[src/hdl/capture_pkg.sv]
// capture unit constants, register map and mode encodings
// How it works
// - cascade: odd low half, even high, carry
// - cascade only with bit 8 in both
// - capture rising, any edge, 4th, 16th
// - interrupt rate field picks event subset
// - not-empty flag shows stored captures
// - buffer read pops; flag clears when empty
// - sync select zero means free running
// - time base select picks counted source
// - trigger bit picks mode; software clears status
// - capture mode field picks capture behaviour
// - cascaded even follows odd synchronously
// - odd fields govern cascaded capture
// - held in reset until time base and sync source on
// - accept captures once sources enabled
package capture_pkg;
  // byte offsets inside one channel window
  localparam logic [3:0] OFFSET_CONTROL_ONE = 4'h0;
  localparam logic [3:0] OFFSET_CONTROL_TWO = 4'h4;
  localparam logic [3:0] OFFSET_BUFFER      = 4'h8;
  // address layout: bit 4 picks odd (0) or even (1)
  localparam int         AXI_ADDR_WIDTH     = 8;
  localparam int         CHANNEL_ADDR_BIT   = 4;
  localparam logic [2:0] UPPER_ADDR_ZERO    = 3'h0;
  // first control register fields
  localparam int TSEL_LSB = 10;
  localparam int ICI_LSB  = 5;
  localparam int BNE_BIT  = 3;
  localparam int MODE_LSB = 0;
  // second control register fields
  localparam int CASCADE_BIT = 8;
  localparam int TRIG_BIT    = 7;
  localparam int TSTAT_BIT   = 6;
  localparam int SYNC_LSB    = 0;
  // reset values and writable bits
  localparam logic [15:0] CONTROL_RESET   = 16'h0000;
  localparam logic [15:0] ONE_WRITE_MASK  = 16'h1c67;
  localparam logic [15:0] TWO_WRITE_MASK  = 16'h01df;
  // counting constants
  localparam logic [15:0] COUNT_MAX        = 16'hffff;
  localparam logic [3:0]  PRESCALE_FOUR    = 4'h3;
  localparam logic [3:0]  PRESCALE_SIXTEEN = 4'hf;
  localparam logic [4:0]  SYNC_FREE        = 5'h00;
  localparam int          FIFO_DEPTH_DEFAULT = 4;
  // bus responses
  localparam logic [1:0] RESP_OKAY   = 2'b00;
  localparam logic [1:0] RESP_DECERR = 2'b11;
  // capture mode encodings
  typedef enum logic [2:0] {
    MODE_OFF       = 3'b000,
    MODE_ANY_EDGE  = 3'b001,
    MODE_RISING    = 3'b011,
    MODE_FOURTH    = 3'b100,
    MODE_SIXTEENTH = 3'b101
  } capture_mode_type;
endpackage : capture_pkg

[src/hdl/fifo_if.sv]
// bundle between the unit and one capture buffer
`timescale 1ns/1ps
interface fifo_if;
  logic        push;       // store one capture
  logic [15:0] push_data;  // captured count
  logic        pop;        // remove oldest entry
  logic [15:0] pop_data;   // oldest entry
  logic        not_empty;  // at least one entry
  logic        full;       // no room left
  modport store (input push, input push_data, input pop, output pop_data, output not_empty, output full);
  modport feed (output push, output push_data, output pop, input pop_data, input not_empty, input full);
endinterface : fifo_if

[src/hdl/capture_fifo.sv]
// capture buffer: flip-flop storage, drops pushes while full
`timescale 1ns/1ps
module capture_fifo
  import capture_pkg::*;
#(
  parameter int DEPTH = FIFO_DEPTH_DEFAULT
) (
  // clock and reset
  input wire logic sys_clk,
  input wire logic srst,
  // buffer side
  fifo_if.store    bus
);
  localparam int PW = (DEPTH > 1) ? $clog2(DEPTH) : 1;
  localparam logic [PW:0]   FILL_MAX = (PW + 1)'(DEPTH);
  localparam logic [PW-1:0] PTR_LAST = PW'(DEPTH - 1);

  logic [15:0]   store_word [DEPTH];  // entries
  logic [PW-1:0] write_ptr;           // next free slot
  logic [PW-1:0] read_ptr;            // oldest slot
  logic [PW:0]   fill;                // entries held
  logic          do_push;
  logic          do_pop;

  // full buffer keeps its contents
  assign do_push = bus.push && (fill != FILL_MAX);
  assign do_pop  = bus.pop && (fill != '0);

  // status towards the unit
  assign bus.pop_data  = store_word[read_ptr];
  assign bus.not_empty = (fill != '0);
  assign bus.full      = (fill == FILL_MAX);

  // pointer step with wrap
  function automatic logic [PW-1:0] ptr_step(input logic [PW-1:0] p);
    ptr_step = (p == PTR_LAST) ? '0 : p + PW'(1);
  endfunction : ptr_step

  // storage write
  always_ff @(posedge sys_clk) begin
    if (do_push) begin
      store_word[write_ptr] <= bus.push_data;
    end
  end

  // pointers and fill level
  always_ff @(posedge sys_clk) begin
    if (srst) begin
      write_ptr <= '0;
      read_ptr  <= '0;
      fill      <= '0;
    end else begin
      if (do_push) begin
        write_ptr <= ptr_step(write_ptr);
      end
      if (do_pop) begin
        read_ptr <= ptr_step(read_ptr);
      end
      fill <= fill + (PW + 1)'(do_push) - (PW + 1)'(do_pop);
    end
  end

  full_keep_a: assert property (@(posedge sys_clk) disable iff (srst)
    bus.full && bus.push && !bus.pop |=> bus.full && $stable(write_ptr))
    else $error("push into full buffer changed it");
  bne_set_a: assert property (@(posedge sys_clk) disable iff (srst)
    bus.push && !bus.not_empty |=> bus.not_empty)
    else $error("not-empty flag missing after capture");
  last_pop_a: assert property (@(posedge sys_clk) disable iff (srst)
    bus.pop && !bus.push && fill == (PW + 1)'(1) |=> !bus.not_empty)
    else $error("not-empty flag stuck after last read");
endmodule : capture_fifo

[src/hdl/input_capture_unit.sv]
// input capture pair: odd and even channels, cascade, axi4-lite registers
//
// Our own choices: the AXI4-Lite slave port and the placing of the registers.
`timescale 1ns/1ps
module input_capture_unit
  import capture_pkg::*;
#(
  parameter int FIFO_DEPTH = FIFO_DEPTH_DEFAULT
) (
  // clock and reset
  input  wire logic                      sys_clk,
  input  wire logic                      srst,
  // axi4-lite write channels
  input  wire logic [AXI_ADDR_WIDTH-1:0] s_axi_awaddr,
  input  wire logic                      s_axi_awvalid,
  output logic                           s_axi_awready,
  input  wire logic [31:0]               s_axi_wdata,
  input  wire logic [3:0]                s_axi_wstrb,
  input  wire logic                      s_axi_wvalid,
  output logic                           s_axi_wready,
  output logic [1:0]                     s_axi_bresp,
  output logic                           s_axi_bvalid,
  input  wire logic                      s_axi_bready,
  // axi4-lite read channels
  input  wire logic [AXI_ADDR_WIDTH-1:0] s_axi_araddr,
  input  wire logic                      s_axi_arvalid,
  output logic                           s_axi_arready,
  output logic [31:0]                    s_axi_rdata,
  output logic [1:0]                     s_axi_rresp,
  output logic                           s_axi_rvalid,
  input  wire logic                      s_axi_rready,
  // capture pins, index 0 odd, 1 even
  input  wire logic [1:0]                capture_input,
  // time base sources: running level and count pulse
  input  wire logic [7:0]                time_base_enable,
  input  wire logic [7:0]                time_base_tick,
  // sync or trigger sources, index 0 unused
  input  wire logic [31:0]               sync_source_enable,
  input  wire logic [31:0]               sync_source_event,
  // capture interrupt pulses
  output logic [1:0]                     capture_irq
);
  logic [15:0]      capture_control_one [2];  // mode, rate, time base
  logic [15:0]      capture_control_two [2];  // sync, trigger, cascade
  logic [15:0]      count [2];                // capture time base
  logic [3:0]       prescale [2];             // rising edge divider
  logic [1:0]       irq_count [2];            // events since last interrupt
  logic [1:0]       pin_prev;                 // pin one cycle ago
  logic             cascade;                  // 32-bit pairing active
  logic [2:0]       sel_tb [2];               // time base pick
  logic [4:0]       sel_sync [2];             // sync source pick
  logic [1:0]       source_on;                // time base and sync enabled
  logic [1:0]       trig_mode;                // trigger operation
  logic [1:0]       sync_hit;                 // sync event this cycle
  logic [1:0]       run;                      // counter may advance
  logic [1:0]       clear;                    // counter held or reset
  logic [1:0]       tick;                     // own counted pulse
  logic [1:0]       step;                     // counter increment
  logic [1:0]       own_hit;                  // channel's own capture event
  logic [1:0]       cap;                      // capture into buffer
  logic [1:0]       irq_owner;                // channel raises interrupts
  logic [1:0]       push;                     // buffer write
  logic [1:0]       pop;                      // buffer read
  logic [15:0]      pop_data [2];
  logic [1:0]       not_empty;
  logic [1:0]       full;
  capture_mode_type mode [2];
  // bus holding state
  logic [AXI_ADDR_WIDTH-1:0] aw_addr;
  logic [31:0]      w_data;
  logic [3:0]       w_strb;
  logic             do_write;

  fifo_if fifo_bus [2] ();

  // pairing needs the bit in both channels
  assign cascade = capture_control_two[0][CASCADE_BIT] & capture_control_two[1][CASCADE_BIT];

  // byte-lane merge of a 16-bit register
  function automatic logic [15:0] merge(input logic [15:0] old, input logic [31:0] data,
                                        input logic [3:0] strb, input logic [15:0] wmask);
    logic [15:0] lanes;
    lanes = {{8{strb[1]}}, {8{strb[0]}}} & wmask;
    merge = (old & ~lanes) | (data[15:0] & lanes);
  endfunction : merge

  // address hits a given channel register
  function automatic logic hit_reg(input logic [AXI_ADDR_WIDTH-1:0] a, input int ch,
                                   input logic [3:0] offs);
    hit_reg = (a[7:5] == UPPER_ADDR_ZERO) && (a[CHANNEL_ADDR_BIT] == ch[0]) && (a[3:0] == offs);
  endfunction : hit_reg

  // per-channel decode of enables, modes and events
  always_comb begin
    for (int ch = 0; ch < 2; ch++) begin
      sel_tb[ch]    = capture_control_one[ch][TSEL_LSB +: 3];
      sel_sync[ch]  = capture_control_two[ch][SYNC_LSB +: 5];
      mode[ch]      = capture_mode_type'(capture_control_one[ch][MODE_LSB +: 3]);
      source_on[ch] = time_base_enable[sel_tb[ch]]
                      & ((sel_sync[ch] == SYNC_FREE) | sync_source_enable[sel_sync[ch]]);
      trig_mode[ch] = (sel_sync[ch] != SYNC_FREE) & capture_control_two[ch][TRIG_BIT];
      sync_hit[ch]  = (sel_sync[ch] != SYNC_FREE) & sync_source_event[sel_sync[ch]];
      case (mode[ch])
        MODE_ANY_EDGE:  own_hit[ch] = capture_input[ch] ^ pin_prev[ch];
        MODE_RISING:    own_hit[ch] = capture_input[ch] & ~pin_prev[ch];
        MODE_FOURTH:    own_hit[ch] = capture_input[ch] & ~pin_prev[ch] & (prescale[ch] == PRESCALE_FOUR);
        MODE_SIXTEENTH: own_hit[ch] = capture_input[ch] & ~pin_prev[ch]
                                      & (prescale[ch] == PRESCALE_SIXTEEN);
        default:        own_hit[ch] = 1'b0;
      endcase
      own_hit[ch] = own_hit[ch] & source_on[ch];
    end
  end

  // run, clear and capture, with even slaved to odd in cascade
  always_comb begin
    for (int ch = 0; ch < 2; ch++) begin
      int m;
      m = (cascade ? 0 : ch);
      run[ch]       = source_on[m] & (~trig_mode[m] | capture_control_two[m][TSTAT_BIT]);
      clear[ch]     = ~source_on[m] | (sync_hit[m] & ~trig_mode[m]);
      tick[ch]      = time_base_tick[sel_tb[ch]] & run[ch];
      cap[ch]       = own_hit[m];
      irq_owner[ch] = ~cascade | (ch == 0);
    end
    step[0] = tick[0];
    step[1] = cascade ? (tick[0] & (count[0] == COUNT_MAX)) : tick[1];
    // a pair is stored whole or not at all
    push[0] = cap[0] & (~cascade | ~full[1]);
    push[1] = cap[1] & (~cascade | ~full[0]);
  end

  // capture counters
  always_ff @(posedge sys_clk) begin
    if (srst) begin
      count[0] <= '0;
      count[1] <= '0;
    end else begin
      for (int ch = 0; ch < 2; ch++) begin
        if (clear[ch]) begin
          count[ch] <= '0;
        end else if (step[ch]) begin
          count[ch] <= count[ch] + 16'h0001;
        end
      end
    end
  end

  // pin history and rising edge dividers
  always_ff @(posedge sys_clk) begin
    if (srst) begin
      pin_prev    <= '0;
      prescale[0] <= '0;
      prescale[1] <= '0;
    end else begin
      pin_prev <= capture_input;
      for (int ch = 0; ch < 2; ch++) begin
        if (!source_on[ch] || mode[ch] == MODE_OFF) begin
          prescale[ch] <= '0;                    // held while idle
        end else if (capture_input[ch] && !pin_prev[ch]) begin
          if (mode[ch] == MODE_FOURTH && prescale[ch] == PRESCALE_FOUR) begin
            prescale[ch] <= '0;
          end else begin
            prescale[ch] <= prescale[ch] + 4'h1;
          end
        end
      end
    end
  end

  // interrupt rate divider and registered pulses
  always_ff @(posedge sys_clk) begin
    if (srst) begin
      irq_count[0] <= '0;
      irq_count[1] <= '0;
      capture_irq  <= '0;
    end else begin
      for (int ch = 0; ch < 2; ch++) begin
        capture_irq[ch] <= 1'b0;
        if (cap[ch] && irq_owner[ch]) begin
          if (irq_count[ch] == capture_control_one[ch][ICI_LSB +: 2]) begin
            irq_count[ch]   <= '0;
            capture_irq[ch] <= 1'b1;
          end else begin
            irq_count[ch] <= irq_count[ch] + 2'h1;
          end
        end
      end
    end
  end

  // capture buffers
  for (genvar g = 0; g < 2; g++) begin : g_buf
    assign fifo_bus[g].push      = push[g];
    assign fifo_bus[g].push_data = count[g];  // odd low, even high
    assign fifo_bus[g].pop       = pop[g];
    assign pop_data[g]           = fifo_bus[g].pop_data;
    assign not_empty[g]          = fifo_bus[g].not_empty;
    assign full[g]               = fifo_bus[g].full;
    capture_fifo #(.DEPTH(FIFO_DEPTH)) u_fifo (
      .sys_clk (sys_clk),
      .srst    (srst),
      .bus     (fifo_bus[g])
    );
  end

  // write address and data: taken in either order, response after both
  assign do_write = !s_axi_awready && !s_axi_wready && !s_axi_bvalid;
  always_ff @(posedge sys_clk) begin
    if (srst) begin
      s_axi_awready <= 1'b1;
      s_axi_wready  <= 1'b1;
      s_axi_bvalid  <= 1'b0;
      s_axi_bresp   <= RESP_OKAY;
      aw_addr       <= '0;
      w_data        <= '0;
      w_strb        <= '0;
    end else begin
      if (s_axi_awvalid && s_axi_awready) begin
        s_axi_awready <= 1'b0;
        aw_addr       <= s_axi_awaddr;
      end else if (s_axi_bvalid && s_axi_bready) begin
        s_axi_awready <= 1'b1;
      end
      if (s_axi_wvalid && s_axi_wready) begin
        s_axi_wready <= 1'b0;
        w_data       <= s_axi_wdata;
        w_strb       <= s_axi_wstrb;
      end else if (s_axi_bvalid && s_axi_bready) begin
        s_axi_wready <= 1'b1;
      end
      if (do_write) begin
        s_axi_bvalid <= 1'b1;
        s_axi_bresp  <= (aw_addr[7:5] == UPPER_ADDR_ZERO && aw_addr[3:0] != OFFSET_BUFFER
                         && (aw_addr[3:0] == OFFSET_CONTROL_ONE || aw_addr[3:0] == OFFSET_CONTROL_TWO))
                        ? RESP_OKAY : RESP_DECERR;
      end else if (s_axi_bready) begin
        s_axi_bvalid <= 1'b0;
      end
    end
  end

  // control registers; trigger status set beats a software clear
  always_ff @(posedge sys_clk) begin
    if (srst) begin
      for (int ch = 0; ch < 2; ch++) begin
        capture_control_one[ch] <= CONTROL_RESET;
        capture_control_two[ch] <= CONTROL_RESET;
      end
    end else begin
      for (int ch = 0; ch < 2; ch++) begin
        if (do_write && hit_reg(aw_addr, ch, OFFSET_CONTROL_ONE)) begin
          capture_control_one[ch] <= merge(capture_control_one[ch], w_data, w_strb, ONE_WRITE_MASK);
        end
        if (do_write && hit_reg(aw_addr, ch, OFFSET_CONTROL_TWO)) begin
          capture_control_two[ch] <= merge(capture_control_two[ch], w_data, w_strb, TWO_WRITE_MASK);
        end
        if (trig_mode[ch] && sync_hit[ch] && source_on[ch]) begin
          capture_control_two[ch][TSTAT_BIT] <= 1'b1;
        end
      end
    end
  end

  // buffer reads pop one entry at the address handshake
  always_comb begin
    for (int ch = 0; ch < 2; ch++) begin
      pop[ch] = s_axi_arvalid && s_axi_arready && hit_reg(s_axi_araddr, ch, OFFSET_BUFFER);
    end
  end

  // read channel: data one cycle after the address
  always_ff @(posedge sys_clk) begin
    if (srst) begin
      s_axi_arready <= 1'b1;
      s_axi_rvalid  <= 1'b0;
      s_axi_rdata   <= '0;
      s_axi_rresp   <= RESP_OKAY;
    end else if (s_axi_arvalid && s_axi_arready) begin
      s_axi_arready <= 1'b0;
      s_axi_rvalid  <= 1'b1;
      s_axi_rresp   <= RESP_DECERR;
      s_axi_rdata   <= '0;
      for (int ch = 0; ch < 2; ch++) begin
        if (hit_reg(s_axi_araddr, ch, OFFSET_CONTROL_ONE)) begin
          s_axi_rresp <= RESP_OKAY;
          s_axi_rdata <= {16'h0000, capture_control_one[ch] | (16'(not_empty[ch]) << BNE_BIT)};
        end else if (hit_reg(s_axi_araddr, ch, OFFSET_CONTROL_TWO)) begin
          s_axi_rresp <= RESP_OKAY;
          s_axi_rdata <= {16'h0000, capture_control_two[ch]};
        end else if (hit_reg(s_axi_araddr, ch, OFFSET_BUFFER)) begin
          s_axi_rresp <= RESP_OKAY;
          s_axi_rdata <= {16'h0000, pop_data[ch]};  // odd low word, even high word
        end
      end
    end else if (s_axi_rvalid && s_axi_rready) begin
      s_axi_rvalid  <= 1'b0;
      s_axi_arready <= 1'b1;
    end
  end

  carry_even_a: assert property (@(posedge sys_clk) disable iff (srst)
    cascade && tick[0] && count[0] == COUNT_MAX && !clear[1] |=> count[1] == $past(count[1]) + 16'h0001)
    else $error("even count missed odd wrap");
  solo_even_a: assert property (@(posedge sys_clk) disable iff (srst)
    !cascade && !own_hit[1] |-> !push[1])
    else $error("even buffer written without own event");
  fourth_edge_a: assert property (@(posedge sys_clk) disable iff (srst)
    own_hit[0] && mode[0] == MODE_FOURTH |-> prescale[0] == PRESCALE_FOUR && !pin_prev[0])
    else $error("fourth-edge capture at wrong edge");
  irq_rate_a: assert property (@(posedge sys_clk) disable iff (srst)
    capture_irq[0] |-> $past(cap[0]) && $past(irq_count[0]) == $past(capture_control_one[0][ICI_LSB +: 2]))
    else $error("interrupt at wrong event count");
  hold_reset_a: assert property (@(posedge sys_clk) disable iff (srst)
    !source_on[0] |=> count[0] == 16'h0000 && prescale[0] == 4'h0)
    else $error("counter ran with source disabled");
  trig_wait_a: assert property (@(posedge sys_clk) disable iff (srst)
    source_on[0] && trig_mode[0] && !capture_control_two[0][TSTAT_BIT] && !cascade |=> $stable(count[0]))
    else $error("counter ran before trigger");
  trig_set_a: assert property (@(posedge sys_clk) disable iff (srst)
    trig_mode[0] && sync_hit[0] && source_on[0] |=> capture_control_two[0][TSTAT_BIT])
    else $error("trigger status not set");
  sync_clear_a: assert property (@(posedge sys_clk) disable iff (srst)
    sync_hit[0] && !trig_mode[0] |=> count[0] == 16'h0000)
    else $error("sync event did not reset counter");
endmodule : input_capture_unit

[config.mk]
export PLATFORM = sky130hd
export DESIGN_NAME = input_capture_unit
export DESIGN_NICKNAME = d
export VERILOG_FILES = /design/src/hdl/capture_pkg.sv /design/src/hdl/fifo_if.sv /design/src/hdl/capture_fifo.sv /design/src/hdl/input_capture_unit.sv
export SDC_FILE = /design/constraint.sdc
export NUM_CORES = 1
export LEC_CHECK = 0
export BUFFER_PORTS_ARGS = -buffer_cell sky130_fd_sc_hd__buf_2
export CORE_ASPECT_RATIO = 1.4
export CORE_UTILIZATION = 25
export CTS_CLUSTER_SIZE = 20
export DETAILED_ROUTE_END_ITERATION = 6
export PLACE_DENSITY = 0.38
export SLEW_MARGIN = 20
export SYNTH_ARGS = -nofsm -noshare
export SYNTH_HDL_FRONTEND = slang
export SYNTH_HIERARCHICAL = 1
export SYNTH_SLANG_ARGS = --single-unit
[constraint.sdc]
create_clock -name sys_clk -period 5.5 [get_ports sys_clk]
set_input_delay 0.825 -clock sys_clk [delete_from_list [all_inputs] [get_ports sys_clk]]
set_output_delay 0.825 -clock sys_clk [all_outputs]
set_load 0.005 [all_outputs]
==> results of run 1 <==
==> stage by stage <==
stage	cells	total power, mW	worst slack, ps	area (sq um)
floorplan	1086	2.582	1542	13720
global placement	1889	2.739	776.7	15000
detailed placement	1889	2.743	776.4	15000
CTS	1941	4.732	758.6	15930
global route	1941	4.852	470.1	15930
finish	1942	4.649	799.0	15930
==> final cells by class <==
cell class,count,area share
sequential,271,0.4681
inverter,29,0.006834
tap,721,0.05663
multi-input combinational,701,0.3541
clock buffer,36,0.04721
antenna,1,0.0001571
timing repair buffer,167,0.05593
clock inverter,16,0.01100
==> Yosys cell counts (all sizes together) (4+ instances only) <==
cell type	instances	area, sq um
a2111oi	17	222.7
a211oi	11	82.58
a21o	4	30.03
a21oi	77	385.4
a221oi	8	70.07
a222oi	4	40.04
a22oi	9	67.56
and2	11	73.83
and3	18	120.1
buf	45	352.8
clkbuf	40	170.2
dfxtp	68	1361
edfxtp	203	6096
ha	20	250.2
inv	29	108.9
mux2	4	45.04
mux2i	44	440.4
mux4	60	1403
nand2	80	300.3
nand2b	40	250.2
nand3	34	170.2
nand4	6	37.54
nor2	56	210.2
nor2b	13	83.83
nor3	25	125.1
nor4	11	68.82
nor4bb	4	40.04
o21ai	19	95.09
o311ai	4	35.03
o31ai	10	85.08
or3	11	71.31
xnor2	17	148.9
xor2	22	192.7
==> worst max-delay path, stage by stage (launching register included) <==
cell	delay, ps
edfxtp_1	830
mux4_1	410
and2b_2	240
o221ai_1	250
nand3_1	330
o21bai_1	400
a21oi_1	500
and2_4	260
inv_1	40
ha_1	270
inv_1	50
ha_1	120
inv_1	50
fa_1	390
xor2_1	170
and2_1	160
nor3_1	130
==> routing by layer <==
metal	track usage	vias up	routed length, um
met5	0	-	0
met3	0.01733	37	1695
met4	0.04013	0	849
met2	0.2596	203	20490
li1	-	4324	-
met1	0.1830	4571	17230
==> worst max-delay path by stage <==
stage                         startpoint                       to  cells after the start
2_1_floorplan     sync_source_enable[21]  g_buf[1].u_fifo/fill[2]                     16
3_3_place_gp   capture_control_two[0][0]  g_buf[0].u_fifo/fill[2]                     16
3_5_place_dp   capture_control_two[0][0]  g_buf[0].u_fifo/fill[2]                     16
4_1_cts        capture_control_two[0][0]  g_buf[0].u_fifo/fill[2]                     16
5_1_grt        capture_control_two[0][0]  g_buf[0].u_fifo/fill[2]                     16
6_report       capture_control_two[0][0]  g_buf[0].u_fifo/fill[2]                     16
==> registers in the layout (all words and copies together), names as in the netlist, 2 cells and up, named ones only <==
signal / count
w_data: 12
s_axi_rdata: 16
irq_count: 4
g_buf.u_fifo/store_word: 128
pin_prev: 2
aw_addr: 8
g_buf.u_fifo/fill: 6
g_buf.u_fifo/write_ptr: 4
g_buf.u_fifo/read_ptr: 4
prescale: 8
w_strb: 2
count: 32
capture_irq: 2
capture_control_two: 16
capture_control_one: 16
==> cells by family after synthesis <==
group / after synthesis
buf+inv: 114
other cells: 1
mux: 108
simple gates: 333
flops: 271
xor+xnor: 39
fa+ha+maj: 22
compound gates: 183
==> power groups by stage <==
stage                     sequential (mW)  clock (mW)  combinational (mW)
after floorplan                      2.34           0               0.245
after global placement               2.37           0               0.368
after detailed placement             2.37           0               0.370
after CTS                            2.33        2.03               0.372
after global routing                 2.34        2.11               0.404
final                                2.33        1.96               0.364
==> key figures, run 1 <==
STA
  • Max Slew Vio Count: 0
  • # setup viols final: 0
  • RSZ-0062 raised after global routing: no
  • Period utilization: 0.8547
  • Worst hold margin: 451.1 ps
  • Slew headroom: 0.3051
  • Setup Skew: 17.18 ps
  • Fmax achieved: 212.7 MHz
  • Hold Fails Final Rpt: 0
  • Worst slew pin tran: 1037 ps
  • Final worst path period need: approximately 4700 ps
  • Setup TNS: 0 ps

Synth
  • Syn_area_per_cell: around 13 sq um
  • Largest family of logic cells by synthesized area: multiplexers
  • Synth async-reset ratio: 0
  • Synthesized flop and latch total: between 200 and 300
  • Synth Area in XOR/XNOR: 0.02500
  • Gate count of the mapped netlist: ~1100
  • Post-synthesis adder-cell area fraction: 0.02125
  • Dominant synthesized flop cell: edfxtp_1
  • Synth Area in Compound Gates: 0.09497
  • Synth Area in Simple Gates: 0.1282
  • Register area share after synthesis: 0.5458
  • Unique masters post-synth: 74
  • EDFF count, synth: around 200
  • Warnings, synthesis: 6
  • Netlist Area Pre-Place: 13660 sq um
  • Mux contribution to synthesized area: 0.1382

Power and ir drop
  • Peak supply drop: just over 0.0002 V
  • Clock share of power: 0.421
  • Leak: between 5 and 6 nW
  • Flop pwr share: 0.501
  • Comb pwr share: 0.078
  • Net Sw Frac: 0.2351
  • P_sw: 1.093 mW
  • Pwr dens: between 200 and 300 nW/um^2
  • Internal Power: around 3.6 mW

Global route
  • First-pass GRT wire length: slightly above 60000 um
  • GRT overflow: 0
  • Initial antenna violation count: 1
  • Tot GR Track Use: 0.1458
  • Largest net degree at the start of global routing: 67
  • Vias in the first global route: 9497

Clocking
  • Num Clock Sinks: roughly 270
  • Clk buf depth: 3
  • H-tree depth: 1
  • Num CTS Buffers: 28
  • Root Driver: clkbuf_16
  • Clk slew on worst S/H paths: ~70 ps
  • TritonCTS clock tree: built
  • CTS resizes: 0
  • Post-CTS setup buffer count: 0
  • CTS hold repair buffers: 0
  • Worst-Skew Late Latency: between 500 and 600 ps

Worst hold path
  • Hold crit path type: flip-flop to flip-flop
  • Min-delay src: aw_addr[5]
  • WHS Endpoint: aw_addr[5]
  • Hold path depth: 2

Routing
  • Per-cell routed wire length: 20.73 um
  • Remaining antenna violation count after routing: 0
  • Via/cell ratio: about 4.7
  • Via count: 9135
  • Drt drc: 0
  • DR pass1 iterations: 5
  • DR iter-0 viols: ~540
  • Total wire length: 40270 um

Layout
  • Layout cells sized above 1: 0.2344
  • Synth-to-layout area growth: 16.59%
  • Fillers: about 5700
  • Nets: approximately 1400
  • Reg area: between 7000 and 8000 sq um
  • Footprint of the multi-input gates: between 5000 and 6000 sq um
  • Most common cell after layout, fill and taps aside: edfxtp_1
  • Most frequent cells in the layout: 203 x edfxtp_1, 145 x buf_2, 80 x nand2_1
  • End-of-flow core utilization: 0.2945

Setup path
  • Element type at the critical path end: flip-flop
  • Critical Path RT: 5970 ps
  • R2R cell count: 16
  • Worst Path Arrival: roughly 5200 ps
  • Worst-path maximum fanout: 14
  • R2R Setup Slk: about 800 ps
  • Worst setup SP type: flip-flop
  • Setup Crit Path Kind: flip-flop to flip-flop
  • RR Startpoint: capture_control_two[0][0]
  • Crit Reg-Reg Endpoint: g_buf[0].u_fifo/fill[2]

Floorplanning
  • Die ar.: ~56000 sq um
  • Die W: about 200 um
  • Initial core utilization: 0.2526
  • Die height: about 280 um
  • Core Region: 54090 sq um
  • Site Rows: ~100
  • # IOs: 184

Outcome
  • Status: finished, final reports clean

Place
  • I/O Buffers: 145
  • Final HPWL DP: between 20000 and 30000 um
  • Final GP Congestion: just under 0.8

Job
  • Max-Cap Viols: 0
No activity file was read; power rests on OpenSTA's default activity.
==> run 2: changes to the inputs <==
- CELL_PAD_IN_SITES_DETAIL_PLACEMENT: unset -> 1
- CELL_PAD_IN_SITES_GLOBAL_PLACEMENT: unset -> 1
- GPL_TIMING_DRIVEN: unset -> 0
- PLACE_DENSITY: 0.38 -> 0.45
==> key figures, run 2 (synthesis results as in run 1) <==
STA
  • Slew headroom: 0.3088 (+0.003763)
  • Max Slew Vio Count: 0 (unchanged)
  • Worst hold margin: 452.9 ps (+1.826 ps)
  • Hold Fails Final Rpt: 0 (unchanged)
  • RSZ-0062 raised after global routing: no
  • Final worst path period need: 4997 ps (+296.2 ps)
  • Period utilization: 0.9086 (+0.05386)
  • Setup TNS: 0 ps (unchanged)
  • Fmax achieved: 200.1 MHz (-5.9%)
  • Setup Skew: 13.67 ps (-3.506 ps)
  • Worst slew pin tran: 1037 ps (-0.1522 ps)
  • # setup viols final: 0 (unchanged)

Clocking
  • H-tree depth: 1 (unchanged)
  • Clk buf depth: 3 (unchanged)
  • Worst-Skew Late Latency: 560 ps (about the same)
  • Num Clock Sinks: 271 (unchanged)
  • Post-CTS setup buffer count: 0 (unchanged)
  • CTS resizes: 0 (unchanged)
  • CTS hold repair buffers: 0 (unchanged)
  • Root Driver: clkbuf_16
  • TritonCTS clock tree: built
  • Clk slew on worst S/H paths: 60 ps (about the same)
  • Num CTS Buffers: 29 (+3.6%)

Layout
  • Most frequent cells in the layout: 203 x edfxtp_1, 149 x buf_2, 80 x nand2_1
  • Layout cells sized above 1: 0.2400 (+0.005605)
  • Post-Layout Cell Count: 2001 (+3.0%)
  • Biggest regs: g_buf.u_fifo/store_word: 128 flops, count: 32 flops
  • Max reg flops: 128 (unchanged)
  • Synth-to-layout area growth: 19.12%
  • Nets: 1422 (+4.5%)
  • Most flop-heavy register: g_buf.u_fifo/store_word
  • Design Area, Final: 16270 sq um (+2.2%)
  • Most common cell after layout, fill and taps aside: edfxtp_1

Global route
  • GRT met1 Usage: 0.1912 (+0.008203)
  • Met2 usage: 0.3003 (+0.04069)
  • Tot GR Track Use: 0.1628 (+0.01700)
  • First-pass GRT wire length: 66890 um (+10%)
  • GRT overflow: 0 (unchanged)
  • Vias in the first global route: 10190 (+7.3%)
  • Largest net degree at the start of global routing: 17 (-75%)
  • Busiest layer in global routing: met2
  • Met3 usage: 0.02290 (+0.005574)
  • Initial antenna violation count: 2 (+1)

Job
  • Max-Cap Viols: 0 (unchanged)

Place
  • Final GP Congestion: 0.7594 (-3.0%)
  • Final HPWL DP: 34110 um (+18%)
  • I/O Buffers: 142 (-2.1%)
  • Placed Instance Area: 15340 sq um (+2.3%)
  • Placed cells: 1949 (+3.2%)

Setup path
  • R2R cell count: 18 (+2)
  • Setup Crit Path Kind: flip-flop to flip-flop
  • Worst-path maximum fanout: 10 (-4)
  • Worst setup SP type: flip-flop
  • Critical Path RT: 5980 ps (about the same)
  • Crit Reg-Reg Endpoint: g_buf[1].u_fifo/fill[2]
  • R2R Setup Slk: 500 ps (-300 ps)
  • RR Startpoint: capture_control_two[0][0]
  • Worst Path Arrival: 5480 ps (+300 ps)
  • Element type at the critical path end: flip-flop

Routing
  • Per-cell routed wire length: 22.60 um (+9.0%)
  • Drt drc: 1 (+1)
  • Remaining antenna violation count after routing: 0 (unchanged)
  • Via/cell ratio: 4.749 (+0.96%)
  • DR pass1 iterations: 7 (+2)
  • Total wire length: 45230 um (+12%)
  • Via count: 9503 (+4.0%)
  • DR iter-0 viols: 410 (-24%)

Power and ir drop
  • Peak supply drop: 0.0002003 V (-1.5%)
  • Flop pwr share: 0.493 (-0.008)
  • Power, Total: 4.705 mW (+1.2%)
  • Internal Power: 3.566 mW (+0.26%)
  • Net Sw Frac: 0.2421 (+0.007015)
  • Leak: 5.812 nW (+3.0%)
  • P_sw: 1.139 mW (+4.2%)
  • Clock share of power: 0.419 (-0.002)
  • Comb pwr share: 0.088 (+0.010)
  • Pwr dens: 289.1 nW/um^2 (-0.96%)

Floorplanning
  • Die height: 278.6 um (unchanged)
  • Initial core utilization: 0.2526 (unchanged)
  • Die W: 199.6 um (unchanged)
  • # IOs: 184 (unchanged)
  • Site Rows: 101 (unchanged)
  • Die ar.: 55600 sq um (unchanged)
  • Core Region: 54090 sq um (unchanged)

Worst hold path
  • Hold crit path type: flip-flop to flip-flop
  • Hold path depth: 2 (unchanged)
  • WHS Endpoint: aw_addr[3]
  • Min-delay src: aw_addr[3]

Outcome
  • Status: finished with violations
  • Failing checks: design-rule violations
run 2: final cells by class:
class                           instances  area, sq um
Clock inverter                         13        140.1
Buffer                                 85        523.0
Antenna cell                            1        2.502
Timing Repair Buffer                  142        710.7
Sequential cell                       271         7457
Inverter                               29        108.9
Fill cell                            6019        37810
Clock buffer                           38        789.5
Tap cell                              721        902.1
Multi-Input combinational cell        701         5640
run 2: metal layers:
metal | routed length [um] | up-vias
met4 | 1282 | 0
li1 | - | 4443
met5 | 0 | -
met1 | 18390 | 4789
met3 | 1960 | 52
met2 | 23600 | 219
run 2: worst max path at each step:
| stage | endpoint | depth (start not counted) | slack [ps] | from |
|---|---|---|---|---|
| 6_report | g_buf[1].u_fifo/fill[2] | 18 | 500 | capture_control_two[0][0] |
| 5_1_grt | g_buf[1].u_fifo/fill[2] | 18 | 230 | capture_control_two[0][0] |
| 4_1_cts | g_buf[1].u_fifo/fill[2] | 18 | 390 | capture_control_two[0][0] |
| 3_5_place_dp | g_buf[1].u_fifo/fill[2] | 17 | 330 | sync_source_enable[21] |
| 3_3_place_gp | g_buf[1].u_fifo/fill[2] | 17 | 420 | sync_source_enable[21] |
| 2_1_floorplan | g_buf[1].u_fifo/fill[2] | 16 | 1540 | sync_source_enable[21] |
run 2: power groups by stage:
| stage | Sequential (mW) | Combinational [mW] | Clock, mW |
|---|---|---|---|
| finish | 2.32 | 0.413 | 1.97 |
| global route | 2.33 | 0.453 | 2.11 |
| CTS | 2.32 | 0.422 | 2.04 |
| detailed placement | 2.37 | 0.418 | 0 |
| global placement | 2.36 | 0.415 | 0 |
| floorplan | 2.34 | 0.245 | 0 |
run 2: worst max-delay path, stage by stage (launching register included):
cell and delay, ps:
edfxtp_1 460, buf_6 210, buf_12 160, mux4_2 330, mux2i_1 110, o221ai_1 340, nand3_1 360, o21bai_1 420
o32ai_1 840, and2_4 290, inv_1 40, ha_1 280, inv_1 60, ha_1 130, inv_1 50, fa_1 370
xor2_1 160, and2_1 160, nor3_1 110
run 2: metrics by stage:
step	setup WS [ps]	util
2_1_floorplan	1542	-
3_3_place_gp	415.6	0.2835
3_5_place_dp	330.9	0.2837
4_1_cts	385.5	0.3008
5_1_grt	226.4	0.3009
6_report	502.8	0.3009
==> run 3: changes to the inputs <==
- PLACE_DENSITY: 0.45 -> unset
- PLACE_DENSITY_LB_ADDON: unset -> 0.1
==> key figures, run 3 (synthesis results as in run 1) <==
Outcome
  • Status: finished, final reports clean

STA
  • Final worst path period need: 5006 ps (+8.850 ps)
  • RSZ-0062 raised after global routing: no
  • # setup viols final: 0 (unchanged)
  • Slew headroom: 0.2701 (-0.03871)
  • Period utilization: 0.9102 (+0.001609)
  • Hold Fails Final Rpt: 0 (unchanged)
  • Worst slew pin tran: 1085 ps (+48.06 ps)
  • Setup Skew: 35.76 ps (+22.08 ps)
  • Setup TNS: 0 ps (unchanged)
  • Final worst-path setup slack: 494.0 ps (-8.850 ps)
  • Fmax achieved: 199.8 MHz (-0.18%)
  • Worst hold margin: 459.7 ps (+6.790 ps)
  • Max Slew Vio Count: 0 (unchanged)

Clocking
  • TritonCTS clock tree: built
  • Root Driver: clkbuf_16
  • CTS hold repair buffers: 0 (unchanged)
  • Worst-Skew Late Latency: 590 ps (+30 ps)
  • CTS resizes: 0 (unchanged)
  • Clk slew on worst S/H paths: 60 ps (about the same)
  • Num Clock Sinks: 271 (unchanged)
  • Num CTS Buffers: 30 (+3.4%)
  • Post-CTS setup buffer count: 0 (unchanged)
  • H-tree depth: 1 (unchanged)
  • Clk buf depth: 3 (unchanged)

Layout
  • Most flop-heavy register: g_buf.u_fifo/store_word
  • End-of-flow core utilization: 0.3020 (+0.001133)
  • N_diodes: 0 (-1)
  • Layout cells sized above 1: 0.2430 (+0.002959)
  • Max reg flops: 128 (unchanged)
  • Nets: 1423 (+0.070%)
  • Synth-to-layout area growth: 19.57%
  • Most common cell after layout, fill and taps aside: edfxtp_1
  • Design Area, Final: 16340 sq um (+0.38%)
  • Most frequent cells in the layout: 203 x edfxtp_1, 149 x buf_2, 80 x nand2_1
  • Fillers: 5945 (-1.2%)
  • Biggest regs: g_buf.u_fifo/store_word: 128 flops, count: 32 flops

Setup path
  • Worst-path maximum fanout: 10 (unchanged)
  • Setup Crit Path Kind: flip-flop to flip-flop
  • Critical Path RT: 6010 ps (+30 ps)
  • Crit Reg-Reg Endpoint: g_buf[1].u_fifo/fill[2]
  • Element type at the critical path end: flip-flop
  • R2R Setup Slk: 490 ps (about the same)
  • Worst Path Arrival: 5510 ps (+30 ps)
  • CP endpoint: g_buf[1].u_fifo/fill[2]
  • RR Startpoint: capture_control_two[0][0]
  • R2R cell count: 18 (unchanged)
  • Crit path launch: capture_control_two[0][0]
  • Worst setup SP type: flip-flop

Global route
  • GRT overflow: 0 (unchanged)
  • Vias in the first global route: 10130 (-0.56%)
  • First-pass GRT wire length: 66720 um (-0.25%)
  • Initial antenna violation count: 0 (-2)
  • Largest net degree at the start of global routing: 17 (unchanged)
  • Tot GR Track Use: 0.1635 (+0.0006947)
  • GRT met1 Usage: 0.1950 (+0.003831)
  • Met3 usage: 0.02133 (-0.001575)
  • Met2 usage: 0.3040 (+0.003739)
  • Busiest layer in global routing: met2

Routing
  • Via/cell ratio: 4.722 (-0.58%)
  • DR pass1 iterations: 5 (-2)
  • Via count: 9467 (-0.38%)
  • Per-cell routed wire length: 22.68 um (+0.33%)
  • DR iter-0 viols: 557 (+36%)
  • Drt drc: 0 (-1)
  • Remaining antenna violation count after routing: 0 (unchanged)
  • Total wire length: 45470 um (+0.53%)

Power and ir drop
  • Flop pwr share: 0.486 (-0.007)
  • P_sw: 1.172 mW (+2.9%)
  • Comb pwr share: 0.086 (-0.002)
  • Pwr dens: 292.8 nW/um^2 (+1.3%)
  • Leak: 5.849 nW (+0.65%)
  • Peak supply drop: 0.0002364 V (+18%)
  • Internal Power: 3.611 mW (+1.3%)
  • Net Sw Frac: 0.2451 (+0.002978)
  • Clock share of power: 0.428 (+0.009)

Floorplanning
  • Core Region: 54090 sq um (unchanged)
  • Die W: 199.6 um (unchanged)
  • Site Rows: 101 (unchanged)
  • # IOs: 184 (unchanged)
  • Die height: 278.6 um (unchanged)
  • Die ar.: 55600 sq um (unchanged)
  • Initial core utilization: 0.2526 (unchanged)

Job
  • Max-Cap Viols: 0 (unchanged)

Place
  • Pre-CTS WS: 334.7 ps (+3.842 ps)
  • Final HPWL DP: 34110 um (about the same)
  • I/O Buffers: 142 (unchanged)
  • Placed Instance Area: 15340 sq um (unchanged)
  • Final GP Congestion: 0.7753 (+2.1%)

Worst hold path
  • Hold crit path type: flip-flop to flip-flop
==> run 3: area by class of cell <==
cell class / count / area (sq um) / share of cell area
Sequential cell: 271 / 7457 / 0.4565
Clock buffer: 43 / 869.6 / 0.05323
Clock inverter: 13 / 123.9 / 0.007583
Inverter: 29 / 108.9 / 0.006664
Multi-Input combinational cell: 701 / 5640 / 0.3453
Tap cell: 721 / 902.1 / 0.05522
Timing Repair Buffer: 142 / 710.7 / 0.04350
Buffer: 85 / 523.0 / 0.03202
==> run 3: per-layer routing <==
metal | up-vias | wire (um)
li1 | 4441 | -
met1 | 4757 | 18520
met2 | 222 | 24100
met3 | 47 | 1906
met4 | 0 | 940
met5 | - | 0
==> run 3: per-stage QoR <==
| step | power, mW | cells |
|---|---|---|
| 6_report | 4.784 | 2005 |
| 5_1_grt | 4.961 | 2005 |
| 4_1_cts | 4.864 | 2005 |
| 3_5_place_dp | 2.787 | 1949 |
| 3_3_place_gp | 2.781 | 1949 |
| 2_1_floorplan | 2.582 | 1086 |
==> run 3: worst min-delay path by stage <==
stage,from,end,slack (ps),depth (start not counted)
after detailed placement,aw_addr[3],aw_addr[3],450,2
after floorplan,aw_addr[5],aw_addr[5],430,2
after global routing,s_axi_wdata[8],w_data[8],470,3
after global placement,aw_addr[1],aw_addr[1],450,2
after CTS,s_axi_wdata[0],w_data[0],460,3
final,aw_addr[7],aw_addr[7],460,2
==> run 3: power groups by stage <==
stage | clock network [mW] | registers (mW) | logic, mW
5_1_grt | 2.18 | 2.33 | 0.451
3_5_place_dp | 0 | 2.37 | 0.419
3_3_place_gp | 0 | 2.37 | 0.415
4_1_cts | 2.12 | 2.32 | 0.421
6_report | 2.05 | 2.32 | 0.412
2_1_floorplan | 0 | 2.34 | 0.245
==> run 3: worst max-delay path: stages, from the launching register on <==
cell and delay [ps]:
edfxtp_1 470, buf_6 210, buf_12 160, mux4_2 330
mux2i_1 120, o221ai_1 390, nand3_1 370, o21bai_1 420
o32ai_1 830, and2_4 290, inv_1 50, ha_1 280
inv_1 50, ha_1 120, inv_1 50, fa_1 370
xor2_1 160, and2_1 160, nor3_1 120
